**config.mk**
```make
export PLATFORM = sky130hd
export DESIGN_NAME = arfm_top
export DESIGN_NICKNAME = d
export VERILOG_FILES = /design/src/design/arfm_pkg.sv /design/src/design/arfm_acc_if.sv /design/src/design/arfm_accum.sv /design/src/design/arfm_top.sv
export SDC_FILE = /design/constraint.sdc
export NUM_CORES = 1
export LEC_CHECK = 0
export ABC_CLOCK_PERIOD_IN_PS = 11800
export BUFFER_PORTS_ARGS = -buffer_cell sky130_fd_sc_hd__buf_2
export CORE_AREA = 2 2 105 128
export CTS_BUF_LIST = sky130_fd_sc_hd__clkbuf_16
export DETAILED_ROUTE_END_ITERATION = 8
export DIE_AREA = 0 0 107 130
export PLACE_DENSITY = 0.64
export SLEW_MARGIN = 20
export SYNTH_ARGS = -nofsm -noshare
export SYNTH_HDL_FRONTEND = slang
export SYNTH_SLANG_ARGS = --single-unit
```
**constraint.sdc**
```tcl
create_clock -name clock_in -period 11.8 [get_ports clock_in]
set_input_delay 0.59 -clock clock_in [delete_from_list [all_inputs] [get_ports clock_in]]
set_output_delay 0.59 -clock clock_in [all_outputs]
set_load 0.01 [all_outputs]
```
**src/design/arfm_pkg.sv**
```systemverilog
package arfm_pkg;

    // ------------------------------------------------------------
    // input channel select codes
    // ------------------------------------------------------------
    localparam logic [4:0] CH_PAD    = 5'h00;
    localparam logic [4:0] CH_TEMP   = 5'h1B;
    localparam logic [4:0] CH_SUPPLY = 5'h1C;
    localparam logic [4:0] CH_LDO    = 5'h1D;
    localparam logic [4:0] CH_GND    = 5'h1F;

    // ------------------------------------------------------------
    // route one-hot positions
    // ------------------------------------------------------------
    localparam int ROUTE_W    = 5;
    localparam int RT_PAD     = 0;
    localparam int RT_TEMP    = 1;
    localparam int RT_SUPPLY  = 2;
    localparam int RT_LDO     = 3;
    localparam int RT_GND     = 4;

    // ------------------------------------------------------------
    // repeat count select codes
    // ------------------------------------------------------------
    localparam logic [2:0] RPT_1  = 3'h0;
    localparam logic [2:0] RPT_4  = 3'h1;
    localparam logic [2:0] RPT_8  = 3'h2;
    localparam logic [2:0] RPT_16 = 3'h3;
    localparam logic [2:0] RPT_32 = 3'h4;
    localparam logic [2:0] RPT_64 = 3'h5;

    // ------------------------------------------------------------
    // justify / shift field
    // ------------------------------------------------------------
    localparam int          JUST_LEFT_BIT = 2;
    localparam logic [2:0]  JUST_RIGHT    = 3'h0;
    localparam int          LEFT_POS      = 6;
    localparam logic [15:0] RESULT_RST    = 16'h0000;
    localparam logic [6:0]  COUNT_ZERO    = 7'h00;

    // ------------------------------------------------------------
    // samples per series
    // ------------------------------------------------------------
    localparam logic [6:0] CNT_1  = 7'h01;
    localparam logic [6:0] CNT_4  = 7'h04;
    localparam logic [6:0] CNT_8  = 7'h08;
    localparam logic [6:0] CNT_16 = 7'h10;
    localparam logic [6:0] CNT_32 = 7'h20;
    localparam logic [6:0] CNT_64 = 7'h40;

    typedef enum logic [2:0] {
        ARFM_IDLE  = 3'b001,
        ARFM_WAIT  = 3'b010,
        ARFM_CONV  = 3'b100
    } arfm_state_t;

endpackage : arfm_pkg

```
**src/design/arfm_acc_if.sv**
```systemverilog
`timescale 1ns/1ps
interface arfm_acc_if;
    logic        clear;
    logic        add;
    logic [9:0]  sample;
    logic [15:0] sum;

    modport ctrl (output clear, output add, output sample, input sum);
    modport acc  (input clear, input add, input sample, output sum);
endinterface : arfm_acc_if

```
**src/design/arfm_accum.sv**
```systemverilog
`timescale 1ns/1ps
module arfm_accum (
    // clock and reset
    input  wire logic clock_in,
    input  wire logic rstn_in,
    // accumulator port
    arfm_acc_if.acc   acc
);
    logic [15:0] sum_r;
    logic [15:0] sum_nxt;

    // ------------------------------------------------------------
    // accumulate, with clear folding in the first sample
    // ------------------------------------------------------------
    always_comb begin
        sum_nxt = sum_r;
        if (acc.add) begin
            if (acc.clear) begin
                sum_nxt = {6'h00, acc.sample};
            end else begin
                sum_nxt = sum_r + {6'h00, acc.sample};
            end
        end
    end

    always_ff @(posedge clock_in or negedge rstn_in) begin
        if (!rstn_in) begin
            sum_r <= arfm_pkg::RESULT_RST;
        end else begin
            sum_r <= sum_nxt;
        end
    end

    assign acc.sum = sum_nxt;
endmodule : arfm_accum

```
**src/design/arfm_top.sv**
```systemverilog
// Notes on behaviour
// - channel code 00000 pad, 11011 temp, 11100 supply, 11101 regulator, 11111 ground.
// - repeat count one gives a 10-bit unsigned result in the byte pair.
// - justify 000 puts code in bits 9:0, 100 in bits 15:6.
// - result bits unused by the current format read as zero.
// - with repeats, result holds the series sum, updated only at its end.
// - repeat select picks 4, 8, 16, 32 or 64 samples.
// - justify field shifts accumulator right by 1, 2 or 3 places.
// - done flag sets only after repeat-count conversions accumulated.
// - burst start launches repeat-count conversions; else one per start.
// - window compare runs only after the full series.
`timescale 1ns/1ps
module arfm_top (
    // clock and reset
    input  wire logic        clock_in,
    input  wire logic        rstn_in,
    // configuration
    input  wire logic [4:0]  input_channel_select_in,
    input  wire logic [2:0]  result_justify_shift_in,
    input  wire logic [2:0]  repeat_count_select_in,
    input  wire logic        burst_enable_in,
    input  wire logic        done_clear_in,
    // converter handshake
    input  wire logic        conv_start_in,
    input  wire logic        conv_valid_in,
    input  wire logic [9:0]  conv_code_in,
    // window thresholds
    input  wire logic [15:0] window_low_in,
    input  wire logic [15:0] window_high_in,
    // analog route
    output logic [4:0]       route_sel_out,
    output logic             route_invalid_out,
    output logic             conv_request_out,
    // result
    output logic [7:0]       result_high_byte_out,
    output logic [7:0]       result_low_byte_out,
    output logic             conversion_done_flag_out,
    output logic             window_hit_out
);
    // ------------------------------------------------------------
    // accumulator
    // ------------------------------------------------------------
    // the adder lives in its own module so its width can grow without touching the sequencer
    arfm_acc_if acc_bus ();

    arfm_accum u_accum (
        .clock_in (clock_in),
        .rstn_in  (rstn_in),
        .acc      (acc_bus)
    );

    // ------------------------------------------------------------
    // sequencer and result state
    // ------------------------------------------------------------
    // states are one-hot so a stray code falls into the default branch
    arfm_pkg::arfm_state_t state_r;
    arfm_pkg::arfm_state_t state_nxt;
    logic [6:0]  cnt_r;
    logic [6:0]  cnt_nxt;
    logic [6:0]  target;
    logic [4:0]  route_r;
    logic [4:0]  route_nxt;
    logic        inval_r;
    logic        inval_nxt;
    logic        req_r;
    logic        req_nxt;
    logic [15:0] res_r;
    logic [15:0] res_nxt;
    logic        done_r;
    logic        done_nxt;
    logic        win_r;
    logic        win_nxt;
    logic        last;
    logic [15:0] fmt;

    // ------------------------------------------------------------
    // repeat count decode
    // ------------------------------------------------------------
    always_comb begin
        // reserved repeat codes fall back to single samples
        case (repeat_count_select_in)
            arfm_pkg::RPT_4:  target = arfm_pkg::CNT_4;
            arfm_pkg::RPT_8:  target = arfm_pkg::CNT_8;
            arfm_pkg::RPT_16: target = arfm_pkg::CNT_16;
            arfm_pkg::RPT_32: target = arfm_pkg::CNT_32;
            arfm_pkg::RPT_64: target = arfm_pkg::CNT_64;
            default:          target = arfm_pkg::CNT_1;
        endcase
    end

    // ------------------------------------------------------------
    // channel routing
    // ------------------------------------------------------------
    always_comb begin
        route_nxt = '0;
        inval_nxt = 1'b0;
        // reserved codes leave every route line low rather than fall back to some input
        case (input_channel_select_in)
            arfm_pkg::CH_PAD:    route_nxt[arfm_pkg::RT_PAD]    = 1'b1;
            arfm_pkg::CH_TEMP:   route_nxt[arfm_pkg::RT_TEMP]   = 1'b1;
            arfm_pkg::CH_SUPPLY: route_nxt[arfm_pkg::RT_SUPPLY] = 1'b1;
            arfm_pkg::CH_LDO:    route_nxt[arfm_pkg::RT_LDO]    = 1'b1;
            arfm_pkg::CH_GND:    route_nxt[arfm_pkg::RT_GND]    = 1'b1;
            default:             inval_nxt = 1'b1;
        endcase
    end

    // ------------------------------------------------------------
    // result formatting
    // ------------------------------------------------------------
    // left justify only meaningful for single samples; the shift
    // codes 1..3 apply to the accumulator in either case
    // with repeats and left justify only the low ten bits of the sum show: a software error
    always_comb begin
        if (result_justify_shift_in[arfm_pkg::JUST_LEFT_BIT]) begin
            fmt = {acc_bus.sum[9:0], 6'h00};
        end else begin
            fmt = acc_bus.sum >> result_justify_shift_in[1:0];
        end
    end

    // ------------------------------------------------------------
    // series sequencer
    // ------------------------------------------------------------
    // the sum is read before it is registered so the final sample lands with the result
    assign last           = (cnt_r + arfm_pkg::CNT_1) >= target;
    assign acc_bus.add    = (state_r == arfm_pkg::ARFM_CONV) && conv_valid_in;
    assign acc_bus.clear  = (cnt_r == arfm_pkg::COUNT_ZERO);
    assign acc_bus.sample = conv_code_in;

    always_comb begin
        state_nxt = state_r;
        cnt_nxt   = cnt_r;
        req_nxt   = 1'b0;
        res_nxt   = res_r;
        win_nxt   = win_r;
        done_nxt  = done_r & ~done_clear_in;
        case (state_r)
            arfm_pkg::ARFM_IDLE: begin
                // a new series always restarts the count, whatever a cut series left
                if (conv_start_in) begin
                    req_nxt   = 1'b1;
                    cnt_nxt   = arfm_pkg::COUNT_ZERO;
                    state_nxt = arfm_pkg::ARFM_CONV;
                end
            end
            arfm_pkg::ARFM_WAIT: begin
                if (conv_start_in) begin
                    req_nxt   = 1'b1;
                    state_nxt = arfm_pkg::ARFM_CONV;
                end
            end
            // starts that arrive while a conversion is in flight are dropped, not queued
            arfm_pkg::ARFM_CONV: begin
                if (conv_valid_in) begin
                    if (last) begin
                        cnt_nxt   = arfm_pkg::COUNT_ZERO;
                        res_nxt   = fmt;
                        // the set wins over a clear in the same cycle so no finished series is lost
                        done_nxt  = 1'b1;
                        win_nxt   = (fmt >= window_low_in) && (fmt <= window_high_in);
                        state_nxt = arfm_pkg::ARFM_IDLE;
                    end else begin
                        cnt_nxt = cnt_r + arfm_pkg::CNT_1;
                        if (burst_enable_in) begin
                            req_nxt = 1'b1;
                        end else begin
                            state_nxt = arfm_pkg::ARFM_WAIT;
                        end
                    end
                end
            end
            default: begin
                state_nxt = arfm_pkg::ARFM_IDLE;
                cnt_nxt   = arfm_pkg::COUNT_ZERO;
            end
        endcase
    end

    // ------------------------------------------------------------
    // registers
    // ------------------------------------------------------------
    // one flop behind every output, so nothing combinational reaches a pin
    always_ff @(posedge clock_in or negedge rstn_in) begin
        if (!rstn_in) begin
            state_r <= arfm_pkg::ARFM_IDLE;
            cnt_r   <= arfm_pkg::COUNT_ZERO;
            route_r <= '0;
            inval_r <= 1'b0;
            req_r   <= 1'b0;
            res_r   <= arfm_pkg::RESULT_RST;
            done_r  <= 1'b0;
            win_r   <= 1'b0;
        end else begin
            state_r <= state_nxt;
            cnt_r   <= cnt_nxt;
            route_r <= route_nxt;
            inval_r <= inval_nxt;
            req_r   <= req_nxt;
            res_r   <= res_nxt;
            done_r  <= done_nxt;
            win_r   <= win_nxt;
        end
    end

    // ------------------------------------------------------------
    // outputs
    // ------------------------------------------------------------
    assign route_sel_out            = route_r;
    assign route_invalid_out        = inval_r;
    assign conv_request_out         = req_r;
    assign result_high_byte_out     = res_r[15:8];
    assign result_low_byte_out      = res_r[7:0];
    assign conversion_done_flag_out = done_r;
    assign window_hit_out           = win_r;
endmodule : arfm_top

```
Yosys cells after proc, flatten, opt, wreduce, memory -nomap -nowiden
Index checks and enable logic that the tools add are counted.
{ "totals": {"output_inout_bits": 25, "wordCells": 70, "ff_bits": 51} }
{ "op_classes": {"n_eq_ne": 16, "addsub": 2, "shift": 1, "mux": 27, "n_lt_le_gt_ge": 3, "reduce_logical": 9, "bitwise_logic": 3} }
{ "ops": {"columns": ["operator", "count"], "rows": [
  ["two-way mux 16 bit", 3],
  ["case mux 7 bit (5 select lines)", 1],
  ["two-way mux 7 bit", 3],
  ["case mux 7 bit (3 select lines)", 1],
  ["equality test 5 bit, second input constant", 4],
  ["adder 16 x 10 -> 16 bit", 1],
  [">= comparator 16 bit", 1],
  ["less-or-equal comparator 16 bit", 1],
  [">> shifter 16 x 2 -> 16 bit", 1],
  ["two-way mux 1 bit", 13],
  ["two-way mux 3 bit", 4],
  ["equality test 3 x 2 -> 1 bit, second input constant", 3],
  ["equality test 3 bit, second input constant", 3],
  ["AND reduction 3 bit", 3],
  ["adder 7 x 1 -> 7 bit, second input constant", 1],
  [">= comparator 7 bit", 1],
  ["zero test 7 bit", 1],
  ["equality test 3 x 1 -> 1 bit, second input constant", 2],
  ["case mux 3 bit (2 select lines)", 1],
  ["zero test 5 bit", 1],
  ["OR reduction 5 bit", 1],
  ["inequality test 2 bit, second input constant", 2],
  ["inequality test 3 bit, second input constant", 1],
  ["logical AND 1 bit", 2],
  ["5 further kinds", 6]
]} }

Logic depth before layout (Yosys ltp)
Gate-level depths: netlist of the first run.
{ "depth": {"word_depth": 7, "ltp_mapped": 20, "ltp_nobuf": 20} }

By module
A second synthesis of the first run with hierarchy kept.
{ "unflattened": {"cells_unflattened": 455, "area_unflattened_um2": 4215.3} }
{ "modules_own_cells": {"columns": ["mod", "area_each_um2", "cells_each", "instances"], "rows": [
  ["arfm_top", 2961.6, 312, 1],
  ["arfm_accum", 1253.7, 143, 1]
]} }

Worst setup path before layout of the first run
OpenSTA, ideal clock, no wires.
{ "synth_timing": {"path_type": "input to register", "start": "input conv_code_in[0]", "end": "register win_r, in the netlist window_hit_out", "t_arrival_ps": 4114, "setup_time_ps": 96, "cell_stages": 18, "slack_ps": 7591, "path_cell_list": "ha_1 inv_1 fa_1 nand2b_1 a21oi_1 o31a_1 o21ai_0 mux2i_1 o221ai_1 o32ai_1 ha_1 a21o_1 a21o_1 a21oi_1 o21ai_0 a2111oi_0 nor3_1 o31ai_1"} }
{ "synth_between": {"elab_chain_len": 7} }
{ "synth_lines": {"columns": ["element", "line", "rtl"], "rows": [
  ["from (decl)", "arfm_top.sv:26", "input wire logic [9:0] conv_code_in,"],
  ["adder 16 x 10 -> 16 bit *", "arfm_accum.sv:21", "sum_nxt = sum_r + {6'h00, acc.sample};"],
  ["two-way mux 16 bit *", "arfm_accum.sv:18", "if (acc.clear) begin"],
  ["two-way mux 16 bit *", "arfm_accum.sv:17", "if (acc.add) begin"],
  ["net acc_bus.sum[12]", "arfm_acc_if.sv:6", "logic [15:0] sum;"],
  [">> shifter 16 x 2 -> 16 bit *", "arfm_top.sv:118", "fmt = acc_bus.sum >> result_justify_shift_in[1:0];"],
  ["two-way mux 16 bit *", "arfm_top.sv:115", "if (result_justify_shift_in[arfm_pkg::JUST_LEFT_BIT]) begin"],
  ["net fmt[9]", "arfm_top.sv:74", "logic [15:0] fmt;"],
  [">= comparator 16 bit / less-or-equal comparator 16 bit (equally long branches)", "arfm_top.sv:161", "win_nxt = (fmt >= window_low_in) && (fmt <= window_high_in);"],
  ["logical AND 1 bit *", "arfm_top.sv:161", null],
  ["to (signal assigned)", "arfm_top.sv:202", "win_r <= win_nxt;"],
  ["to (decl)", "arfm_top.sv:71", "logic win_r;"]
]} }
The timed path passes the listed nets; every way through them passes the cells marked *.
A chain may end at the register's enable or synchronous reset.

Worst setup path in the final report of the first run
{ "layout_timing": {"start": "register cnt_r[0]", "end": "register win_r, in the netlist window_hit_out"} }
{ "layout_between": {"elab_chain_len": 7} }
{ "layout_lines": {"columns": ["element", "line", "rtl"], "rows": [
  ["from (decl)", "arfm_top.sv:58", "logic [6:0] cnt_r;"],
  ["from (signal assigned)", "arfm_top.sv:187", "cnt_r <= arfm_pkg::COUNT_ZERO;"],
  ["from (signal assigned)", "arfm_top.sv:196", "cnt_r <= cnt_nxt;"],
  ["zero test 7 bit *", "arfm_top.sv:128", "assign acc_bus.clear = (cnt_r == arfm_pkg::COUNT_ZERO);"],
  ["two-way mux 16 bit *", "arfm_accum.sv:18", null],
  ["two-way mux 16 bit *", "arfm_accum.sv:17", null],
  ["net acc_bus.sum[9]", "arfm_acc_if.sv:6", null],
  [">> shifter 16 x 2 -> 16 bit *", "arfm_top.sv:118", null],
  ["two-way mux 16 bit *", "arfm_top.sv:115", null],
  ["net fmt[9]", "arfm_top.sv:74", null],
  [">= comparator 16 bit / less-or-equal comparator 16 bit (equally long branches)", "arfm_top.sv:161", null],
  ["logical AND 1 bit *", "arfm_top.sv:161", null]
]} }
Marked as above.

==> results.cfg, run 1 <==
[run_status]
status = finished, final reports clean

[detailed_routing]
drt_iter0_markers = 177
drt-total-wl_um = 11300
antenna_left = 0
via_count = 4077
firstDrtPassIters = 5
drc = 0
vias_per_cell = 5.41
wl_per_cell_um = 15.0

[sta]
max_freq_mhz = 208
holdWs_ns = 0.416
final-hold-violation-count = 0
slew_headroom_pct = 46.7
tightest_slew_ns = 0.792
fin_ws_ns = 7.00
drv_slew = 0
grt_setup_unrepaired = false
worst_clock_skew_ns = 0.00572
timing.final.crit_share_pct = 40.6
fin_tns_setup_ns = 0
layout_min_cycle_time_ns = 4.80
setup_viol = 0

[synthesis]
synth_cells = 512
synth_async_sr_flop_share_pct = 100
ys_seq_area_share_pct = 29.3
ys_seq_elements = 51
yosysWarnings = 0
synth.cell_area_mm2 = 0.00436
ys_types = 67
syn_nets = 622
synth.avg_cell_area_um2 = 8.52
synth-edff-count = 0
synth_ff_type = dfrtp_1

[placed_design]
gp_routability_congestion = 0.861
portBuffers = 83
dpl_cell_area_mm2 = 0.00492
hpwlAfterDp_um = 8980
dp_slack_ns = 6.87

[final_layout]
fin_area_mm2 = 0.00508
synthToLayoutAreaGrowth_pct = 16.4
n_antenna_cell = 0
layout_common_cells = buf_2 (83), ha_1 (50), dfrtp_1 (50)
final_nets = 694
final_util_pct = 39.5
mostFrequentLayoutCell = buf_2
drive_gt1_share_pct = 20.2

[critical_path]
cp-end-kind = flop
cp_max_fo = 11
critPathArrivalTime_ns = 5.00
criticalPathCategory = reg2reg
start_kind = flop
required_ns = 12.00

[floorplan]
start_util_pct = 34.0
die_h_um = 130
core_mm2 = 0.0128
num_rows = 46
ios = 84
die_x_um = 107
die_area_mm2 = 0.0139

[grt]
grt_pass1_vias = 3960
overflow = 0
grt_pass1_wl_um = 19000
grt_max_degree = 52
gr-usage-all-layers_pct = 16.9
antenna_found_initial = 0

[cts]
cts.sinks = 51
cts_setup_buffers = 0
path_clk_slew_ns = 0.08
cts-root-buf = clkbuf_16
insertion_delay_ns = 0.30
cts_resized = 0
cts.htree.levels = 2
cts-buffers-inserted = 5
postCtsHoldBufs = 0
cts.path.max_buffers = 2
cts_tree = built

[run]
maxCapViolCount = 0

[worst_hold_path]
worstHoldPathType = in2async

[pwr]
leakagePower_nw = 2.56
p_per_area_mw_per_mm2 = 170
ir_drop_mv = 0.0707
-- report_power, final --
part,leakage (nW),internal (mW),switching [mW],total [mW]
Sequential,0.655,0.225,0.0340,0.259
Combinational,1.83,0.186,0.265,0.451
Clock,0.0752,0.0811,0.0724,0.154
Total,2.56,0.491,0.371,0.863
-- layout make-up --
cell class                 count  area (um2)
clock buffer                   5         125
clock inverter                 3        26.3
fill                        1264        7760
inverter                      50         188
multi-input combinational    391        2820
sequential                    51        1280
tap                          168         210
timing repair buffer          85         430
-- cells by family (layout without fill, tap and decap cells) --
| logic type | Yosys count | count (layout) | share of synthesized area [%] |
|---|---|---|---|
| mux | 30 | 30 | 7.58 |
| xor+xnor | 8 | 8 | 1.61 |
| fa+ha+maj | 51 | 51 | 14.8 |
| buf+inv | 70 | 143 | 6.11 |
| flops | 51 | 51 | 29.3 |
| compound gates | 130 | 130 | 20.6 |
| simple gates | 172 | 172 | 20.0 |
-- worst max-delay path: stages, from the launching register on --
cell,delay (ns)
dfrtp_1,0.44
inv_1,0.10
ha_1,0.14
or4b_4,0.48
or3_1,0.55
nand4_1,0.19
o31ai_1,0.09
nor3_2,0.42
nor3_1,0.09
o32ai_1,0.50
ha_1,0.34
a21o_1,0.19
a21o_1,0.17
a21oi_1,0.12
o21ai_0,0.13
a2111oi_0,0.40
nor3_1,0.11
o31ai_1,0.24
-- layer usage --
| layer | global-route usage (%) | vias up | wire, um |
|---|---|---|---|
| met2 | 29.0 | 113 | 5460 |
| met1 | 21.7 | 1934 | 5200 |
| met3 | 2.20 | 13 | 438 |
| met5 | 0 | - | 0 |
| li1 | - | 2017 | - |
| met4 | 6.42 | 0 | 228 |
-- Yosys cell counts, types with 3 or more instances --
cell type / number / area share (%)
dfrtp_1: 50 / 29
or3_1: 6 / 0.86
o211ai_1: 6 / 1.0
nand3_1: 9 / 1.0
buf_2: 3 / 0.34
nand2b_1: 8 / 1.1
and2_1: 3 / 0.43
clkbuf_1: 15 / 1.3
mux2_2: 13 / 3.4
a31oi_1: 4 / 0.57
o21a_1: 5 / 0.86
mux2i_1: 15 / 3.4
a21oi_1: 29 / 3.3
xnor2_1: 3 / 0.60
o311ai_0: 3 / 0.60
o21ai_0: 19 / 2.2
ha_1: 50 / 14
and3_1: 3 / 0.43
o41ai_1: 3 / 0.60
a211oi_1: 7 / 1.2
a2111oi_0: 3 / 0.60
inv_1: 48 / 4.1
a21o_1: 17 / 2.9
xor2_1: 5 / 1.0
nand3b_1: 3 / 0.52
nor2_1: 45 / 3.9
nand2_1: 44 / 3.8
nand4_1: 12 / 1.7
a32o_1: 7 / 1.6
nor4_1: 4 / 0.57
o31ai_1: 8 / 1.4
nor3_1: 17 / 2.0
-- sequential cells by signal, summed over array words and instances (netlist names) --
signal,count
conv_request_out,1
u_accum.sum_r,16
window_hit_out,1
cnt_r,7
res_r,16
conversion_done_flag_out,1
route_invalid_out,1
state_r,3
route_sel_out,5
-- through the flow --
step,std cells,total power [mW]
after CTS,753,0.866
after global routing,753,0.938
after floorplan,512,0.576
after global placement,745,0.695
after detailed placement,745,0.707
final,753,0.863
-- final timing paths --
kind                                       from                                  to  slack (ns)  cells past startpoint
min in group clock_in             done_clear_in  conversion_done_flag_out$_DFF_PN0_        0.46                      2
min                                     rstn_in          conv_request_out$_DFF_PN0_        0.42                      2
max reg2reg                cnt_r[0]$_DFFE_PN0P_          window_hit_out$_DFFE_PN0P_        7.00                     17
min reg2reg                res_r[0]$_DFFE_PN0P_                res_r[0]$_DFFE_PN0P_        0.48                      2
max                        cnt_r[0]$_DFFE_PN0P_          window_hit_out$_DFFE_PN0P_        7.00                     17
max in group asynchronous               rstn_in               res_r[15]$_DFFE_PN0P_       10.92                      2
No activity file was read; power rests on OpenSTA's default activity.
==> inputs of run 2 (changes only) <==
--- a/config.mk
+++ b/config.mk
@@ -5,7 +5,7 @@
 export SDC_FILE = /design/constraint.sdc
 export NUM_CORES = 1
 export LEC_CHECK = 0
-export ABC_CLOCK_PERIOD_IN_PS = 11800
+export ABC_CLOCK_PERIOD_IN_PS = 4700
 export BUFFER_PORTS_ARGS = -buffer_cell sky130_fd_sc_hd__buf_2
 export CORE_AREA = 2 2 105 128
 export CTS_BUF_LIST = sky130_fd_sc_hd__clkbuf_16
==> constraint.sdc (replaced) <==
create_clock -name clock_in -period 4.7 [get_ports clock_in]
set_input_delay 0.235 -clock clock_in [delete_from_list [all_inputs] [get_ports clock_in]]
set_output_delay 0.235 -clock clock_in [all_outputs]
set_load 0.01 [all_outputs]
==> run 2 against run 1 <==
Combinational power rose to 2.7 times the previous value. Cell area up 2.9%. Via count up 2.0%. Flip-flop and latch count unchanged. Sequential power rose to 2.5 times the previous value. Maximum frequency up 8.4%. Hold slack worse by 0.36 ns. Die area unchanged. Sequential share of layout area down 0.70 points. Non-clock buffer count up 14. Global-route usage up 0.55 points. Critical path type unchanged. Critical endpoint unchanged. Largest power group unchanged.
==> results.cfg, run 2 (synthesis gave the netlist of run 1 again) <==
[run_status]
status = finished, final reports clean

[sta]
final-hold-violation-count = 0
drv_slew = 0
fin_tns_setup_ns = 0
worst_clock_skew_ns = 0.0105
timing.final.crit_share_pct = 94.1
tightest_slew_ns = 1.10
slew_headroom_pct = 27.0
holdWs_ns = 0.0558
grt_setup_unrepaired = false
fin_ws_ns = 0.276
max_freq_mhz = 226
setup_viol = 0
layout_min_cycle_time_ns = 4.42

[final_layout]
fin_cells = 767
final_nets = 708
drive_gt1_share_pct = 22.5
n_antenna_cell = 0
mostFrequentLayoutCell = buf_2
reg_top3 = res_r x16, u_accum.sum_r x16, cnt_r x7
synthToLayoutAreaGrowth_pct = 19.7
layout_common_cells = buf_2 (83), ha_1 (50), dfrtp_1 (50)
fillCellCount = 1296

[critical_path]
cp_max_fo = 4
critPathArrivalTime_ns = 4.63
cp-end-kind = flop
crit_start = u_accum.sum_r[0]$_DFF_PN0_
r2r_start = u_accum.sum_r[0]$_DFF_PN0_
required_ns = 4.90
start_kind = flop
criticalPathCategory = reg2reg

[floorplan]
die_x_um = 107
core_mm2 = 0.0128
ios = 84
die_area_mm2 = 0.0139
start_util_pct = 34.0
num_rows = 46
die_h_um = 130

[grt]
grt_pass1_vias = 4138
gr-usage-all-layers_pct = 17.4
grt_pass1_wl_um = 19600
overflow = 0
antenna_found_initial = 0
grt_max_degree = 52

[cts]
path_clk_slew_ns = 0.07
cts.sinks = 51
insertion_delay_ns = 0.30
cts.htree.levels = 2
postCtsHoldBufs = 0
cts-buffers-inserted = 5
cts.path.max_buffers = 2
cts_tree = built
cts-root-buf = clkbuf_16

[detailed_routing]
drc = 0
via_count = 4158
drt_iter0_markers = 157
drt-total-wl_um = 11900
vias_per_cell = 5.42
wl_per_cell_um = 15.6
antenna_left = 0
firstDrtPassIters = 4

[placed_design]
portBuffers = 83
gp_routability_congestion = 0.889
dp_slack_ns = 0.245
hpwlAfterDp_um = 9450
dpl.cell_count = 758

[worst_hold_path]
worstHoldPathType = in2async

[run]
maxCapViolCount = 0

[pwr]
leakagePower_nw = 2.64
ir_drop_mv = 0.199
p_per_area_mw_per_mm2 = 435
[run 2: metrics by stage]
step	instance area, um2	utilization [%]	total power, mW
finish	5220	40.7	2.27
global placement	5020	39.1	1.80
detailed placement	5020	39.1	1.84
CTS	5190	40.4	2.28
global route	5220	40.7	2.46
floorplan	4360	-	1.45
[run 2: path summary, 6_finish.rpt]
path,cells past startpoint,slack (ns),to
worst max register to register,19,0.28,window_hit_out$_DFFE_PN0P_
worst max-delay path,19,0.28,window_hit_out$_DFFE_PN0P_
min in group clock_in,2,0.11,conversion_done_flag_out$_DFF_PN0_
worst min register to register,2,0.49,res_r[11]$_DFFE_PN0P_
max in group asynchronous,2,4.17,res_r[15]$_DFFE_PN0P_
worst min-delay path,2,0.06,conv_request_out$_DFF_PN0_
[run 2: cell type report]
class	count	area [um2]	area share (%)
Clock buffer	5	125	2.40
Clock inverter	3	43.8	0.839
Inverter	50	188	3.59
Multi-Input combinational cell	391	2840	54.4
Sequential cell	51	1280	24.5
Tap cell	168	210	4.03
Timing Repair Buffer	99	536	10.3
[run 2: layer usage]
metal  vias up  GRT usage (%)  share of wire (%)
met2       116           30.2                 49
li1       2046              -                  -
met5         -              0                  0
met3        24           2.30                4.0
met1      1972           22.2                 44
met4         0           6.57                2.5
[run 2: critical path: stages (launching register included)]
cell	delay (ns)
dfrtp_1	0.35
ha_1	0.17
inv_1	0.06
fa_1	0.38
nand2b_1	0.22
a21oi_1	0.32
o21ai_0	0.17
nand2_1	0.15
mux2_2	0.38
nor2_1	0.15
nor3_1	0.08
or3_1	0.42
ha_1	0.20
a21o_1	0.15
a21o_1	0.17
a21oi_1	0.12
o21ai_0	0.15
a2111oi_1	0.38
nor3_1	0.11
o31ai_1	0.23
[run 2: power by group]
part | total, mW | internal [mW] | switching [mW]
clock | 0.424 | 0.252 | 0.173
combinational | 1.20 | 0.514 | 0.686
sequential | 0.649 | 0.564 | 0.0847
total | 2.27 | 1.33 | 0.943
[run 2: timing repair]
action / CTS / global route
setup endpoints to repair: 0 / 1
setup buffers: 0 / 1
endpoints found under the hold margin: 0 / 0
gates resized for setup: 0 / 7
==> inputs of run 3 (changes only) <==
--- a/config.mk
+++ b/config.mk
@@ -5,7 +5,7 @@
 export SDC_FILE = /design/constraint.sdc
 export NUM_CORES = 1
 export LEC_CHECK = 0
-export ABC_CLOCK_PERIOD_IN_PS = 4700
+export ABC_CLOCK_PERIOD_IN_PS = 4100
 export BUFFER_PORTS_ARGS = -buffer_cell sky130_fd_sc_hd__buf_2
 export CORE_AREA = 2 2 105 128
 export CTS_BUF_LIST = sky130_fd_sc_hd__clkbuf_16
==> constraint.sdc (replaced) <==
create_clock -name clock_in -period 4.1 [get_ports clock_in]
set_input_delay 0.205 -clock clock_in [delete_from_list [all_inputs] [get_ports clock_in]]
set_output_delay 0.205 -clock clock_in [all_outputs]
set_load 0.01 [all_outputs]
==> run 3 against run 2 <==
Global-route usage grew 1.7 points. Hold slack better by 0.020 ns. Flip-flop and latch count unchanged. Via count is 7.0% higher. Critical path type unchanged. Largest cell class unchanged.
==> results.cfg, run 3 (synthesis gave the netlist of run 1 again) <==
[critical_path]
slowest_stage = or3_1
critPathArrivalTime_ns = 4.19
path_cells = ha_1 > inv_1 > fa_1 > nand2b_4 > a21oi_2 > buf_4 > o21ai_0 > nand2_1 > mux2_2 > nor2_2 > nor3_1 > or3_1 > ha_1 > a21o_1 > a21o_1 > a21oi_1 > o21ai_1 > a2111oi_2 > nor3_1 > o31ai_1
cp_num_buf_inv = 2
critical-path-top-delay-family = compound AO/OA/AOI/OAI gates
slowest_delay_ns = 0.40
cp_max_fo = 3
required_ns = 4.31
start_kind = flop
criticalPathCategory = reg2reg
cp-end-kind = flop

[floorplan]
num_rows = 46
die_h_um = 130
core_mm2 = 0.0128
start_util_pct = 34.0
die_x_um = 107
die_area_mm2 = 0.0139
ios = 84

[final_layout]
mostFrequentLayoutCell = buf_4
n_antenna_cell = 0
fin_cells = 841
layout_common_cells = buf_4 (89), buf_2 (83), ha_1 (50), dfrtp_1 (50), inv_1 (47)
reg_top3 = res_r x16, u_accum.sum_r x16, cnt_r x7
fillCellCount = 1261
synthToLayoutAreaGrowth_pct = 35.4
final_nets = 782
drive_gt1_share_pct = 34.2

[cts]
cts.htree.levels = 2
cts_tree = built
cts.sinks = 51
insertion_delay_ns = 0.30
path_clk_slew_ns = 0.07
cts.path.max_buffers = 2
cts-buffers-inserted = 5
cts-root-buf = clkbuf_16

[sta]
max_freq_mhz = 251
fin_ws_ns = 0.116
setup_viol = 0
worst_clock_skew_ns = 0.00766
holdWs_ns = 0.0762
timing.final.crit_share_pct = 97.2
final-hold-violation-count = 0
drv_slew = 0
layout_min_cycle_time_ns = 3.98
grt_setup_unrepaired = true
slew_headroom_pct = 64.4
tightest_slew_ns = 0.533

[run_status]
status = finished, final reports clean

[detailed_routing]
vias_per_cell = 5.29
drt_iter0_markers = 261
via_count = 4447
drc = 0
wl_per_cell_um = 15.4
drt-total-wl_um = 13000
firstDrtPassIters = 4
antenna_left = 0

[grt]
antenna_found_initial = 0
grt_pass1_wl_um = 21400
grt_max_degree = 43
overflow = 0
grt_pass1_vias = 4512
gr-usage-all-layers_pct = 19.1

[pwr]
power_mw = 3.04
p_per_area_mw_per_mm2 = 515
leakagePower_nw = 3.02
ir_drop_mv = 0.274

[placed_design]
dp_slack_ns = -0.249
dpl.cell_count = 827
hpwlAfterDp_um = 10300
portBuffers = 83
gp_routability_congestion = 0.896

[run]
maxCapViolCount = 0

[worst_hold_path]
worstHoldPathType = in2reg
==> run 3: area by class of cell <==
class,count,area (um2),share of cell area [%]
Tap cell,168,210,3.56
Multi-Input combinational cell,391,2970,50.2
Timing Repair Buffer,173,1090,18.5
Inverter,50,188,3.18
Clock buffer,5,125,2.12
Clock inverter,3,46.3,0.784
Sequential cell,51,1280,21.6
==> run 3: metrics by stage <==
step           utilization [%]  setup TNS [ns]  cell area, um2
3_5_place_dp              43.1          -0.249            5540
2_1_floorplan                -               0            4360
6_report                  46.0               0            5910
5_1_grt                   46.0         -0.0895            5910
3_3_place_gp              43.1         -0.0700            5540
4_1_cts                   45.4               0            5830
==> run 3: final timing paths <==
check	cells past startpoint	end	slack, ns	start
max in group asynchronous	3	u_accum.sum_r[15]$_DFF_PN0_	2.96	rstn_in
max	20	window_hit_out$_DFFE_PN0P_	0.12	u_accum.sum_r[0]$_DFF_PN0_
min in group asynchronous	2	conv_request_out$_DFF_PN0_	0.32	rstn_in
min reg2reg	2	res_r[0]$_DFFE_PN0P_	0.49	res_r[0]$_DFFE_PN0P_
max reg2reg	20	window_hit_out$_DFFE_PN0P_	0.12	u_accum.sum_r[0]$_DFF_PN0_
min	2	conversion_done_flag_out$_DFF_PN0_	0.08	done_clear_in
==> run 3: timing repair <==
item / 4_1_cts / 5_1_grt
pin swaps: 2 / 7
gates resized for setup: 26 / 14
buffers inserted: 3 / 2
setup endpoints to repair: 1 / 1
hold buffers: 1 / 0
hold endpoints to repair: 8 / 0
==> run 3: power by group <==
part	switching, mW	internal, mW
registers	0.103	0.647
clock network	0.200	0.291
logic	0.924	0.876
total	1.23	1.81
==> run 3: worst reg2reg max path: cells and delay by family (launching register included) <==
kind,cells,cell delay [ns]
compound gates,8,1.24
simple gates,6,0.98
fa+ha+maj,3,0.76
mux,1,0.37
flops,1,0.35
buf+inv,2,0.20
==> run 3: routing by layer <==
layer  up-vias  share of wire, %  GRT usage, %
li1       2196                 -             -
met1      2120                45          23.8
met2       107                50          34.5
met3        24               3.2          2.40
met4         0               2.1          5.73
met5         -                 0             0
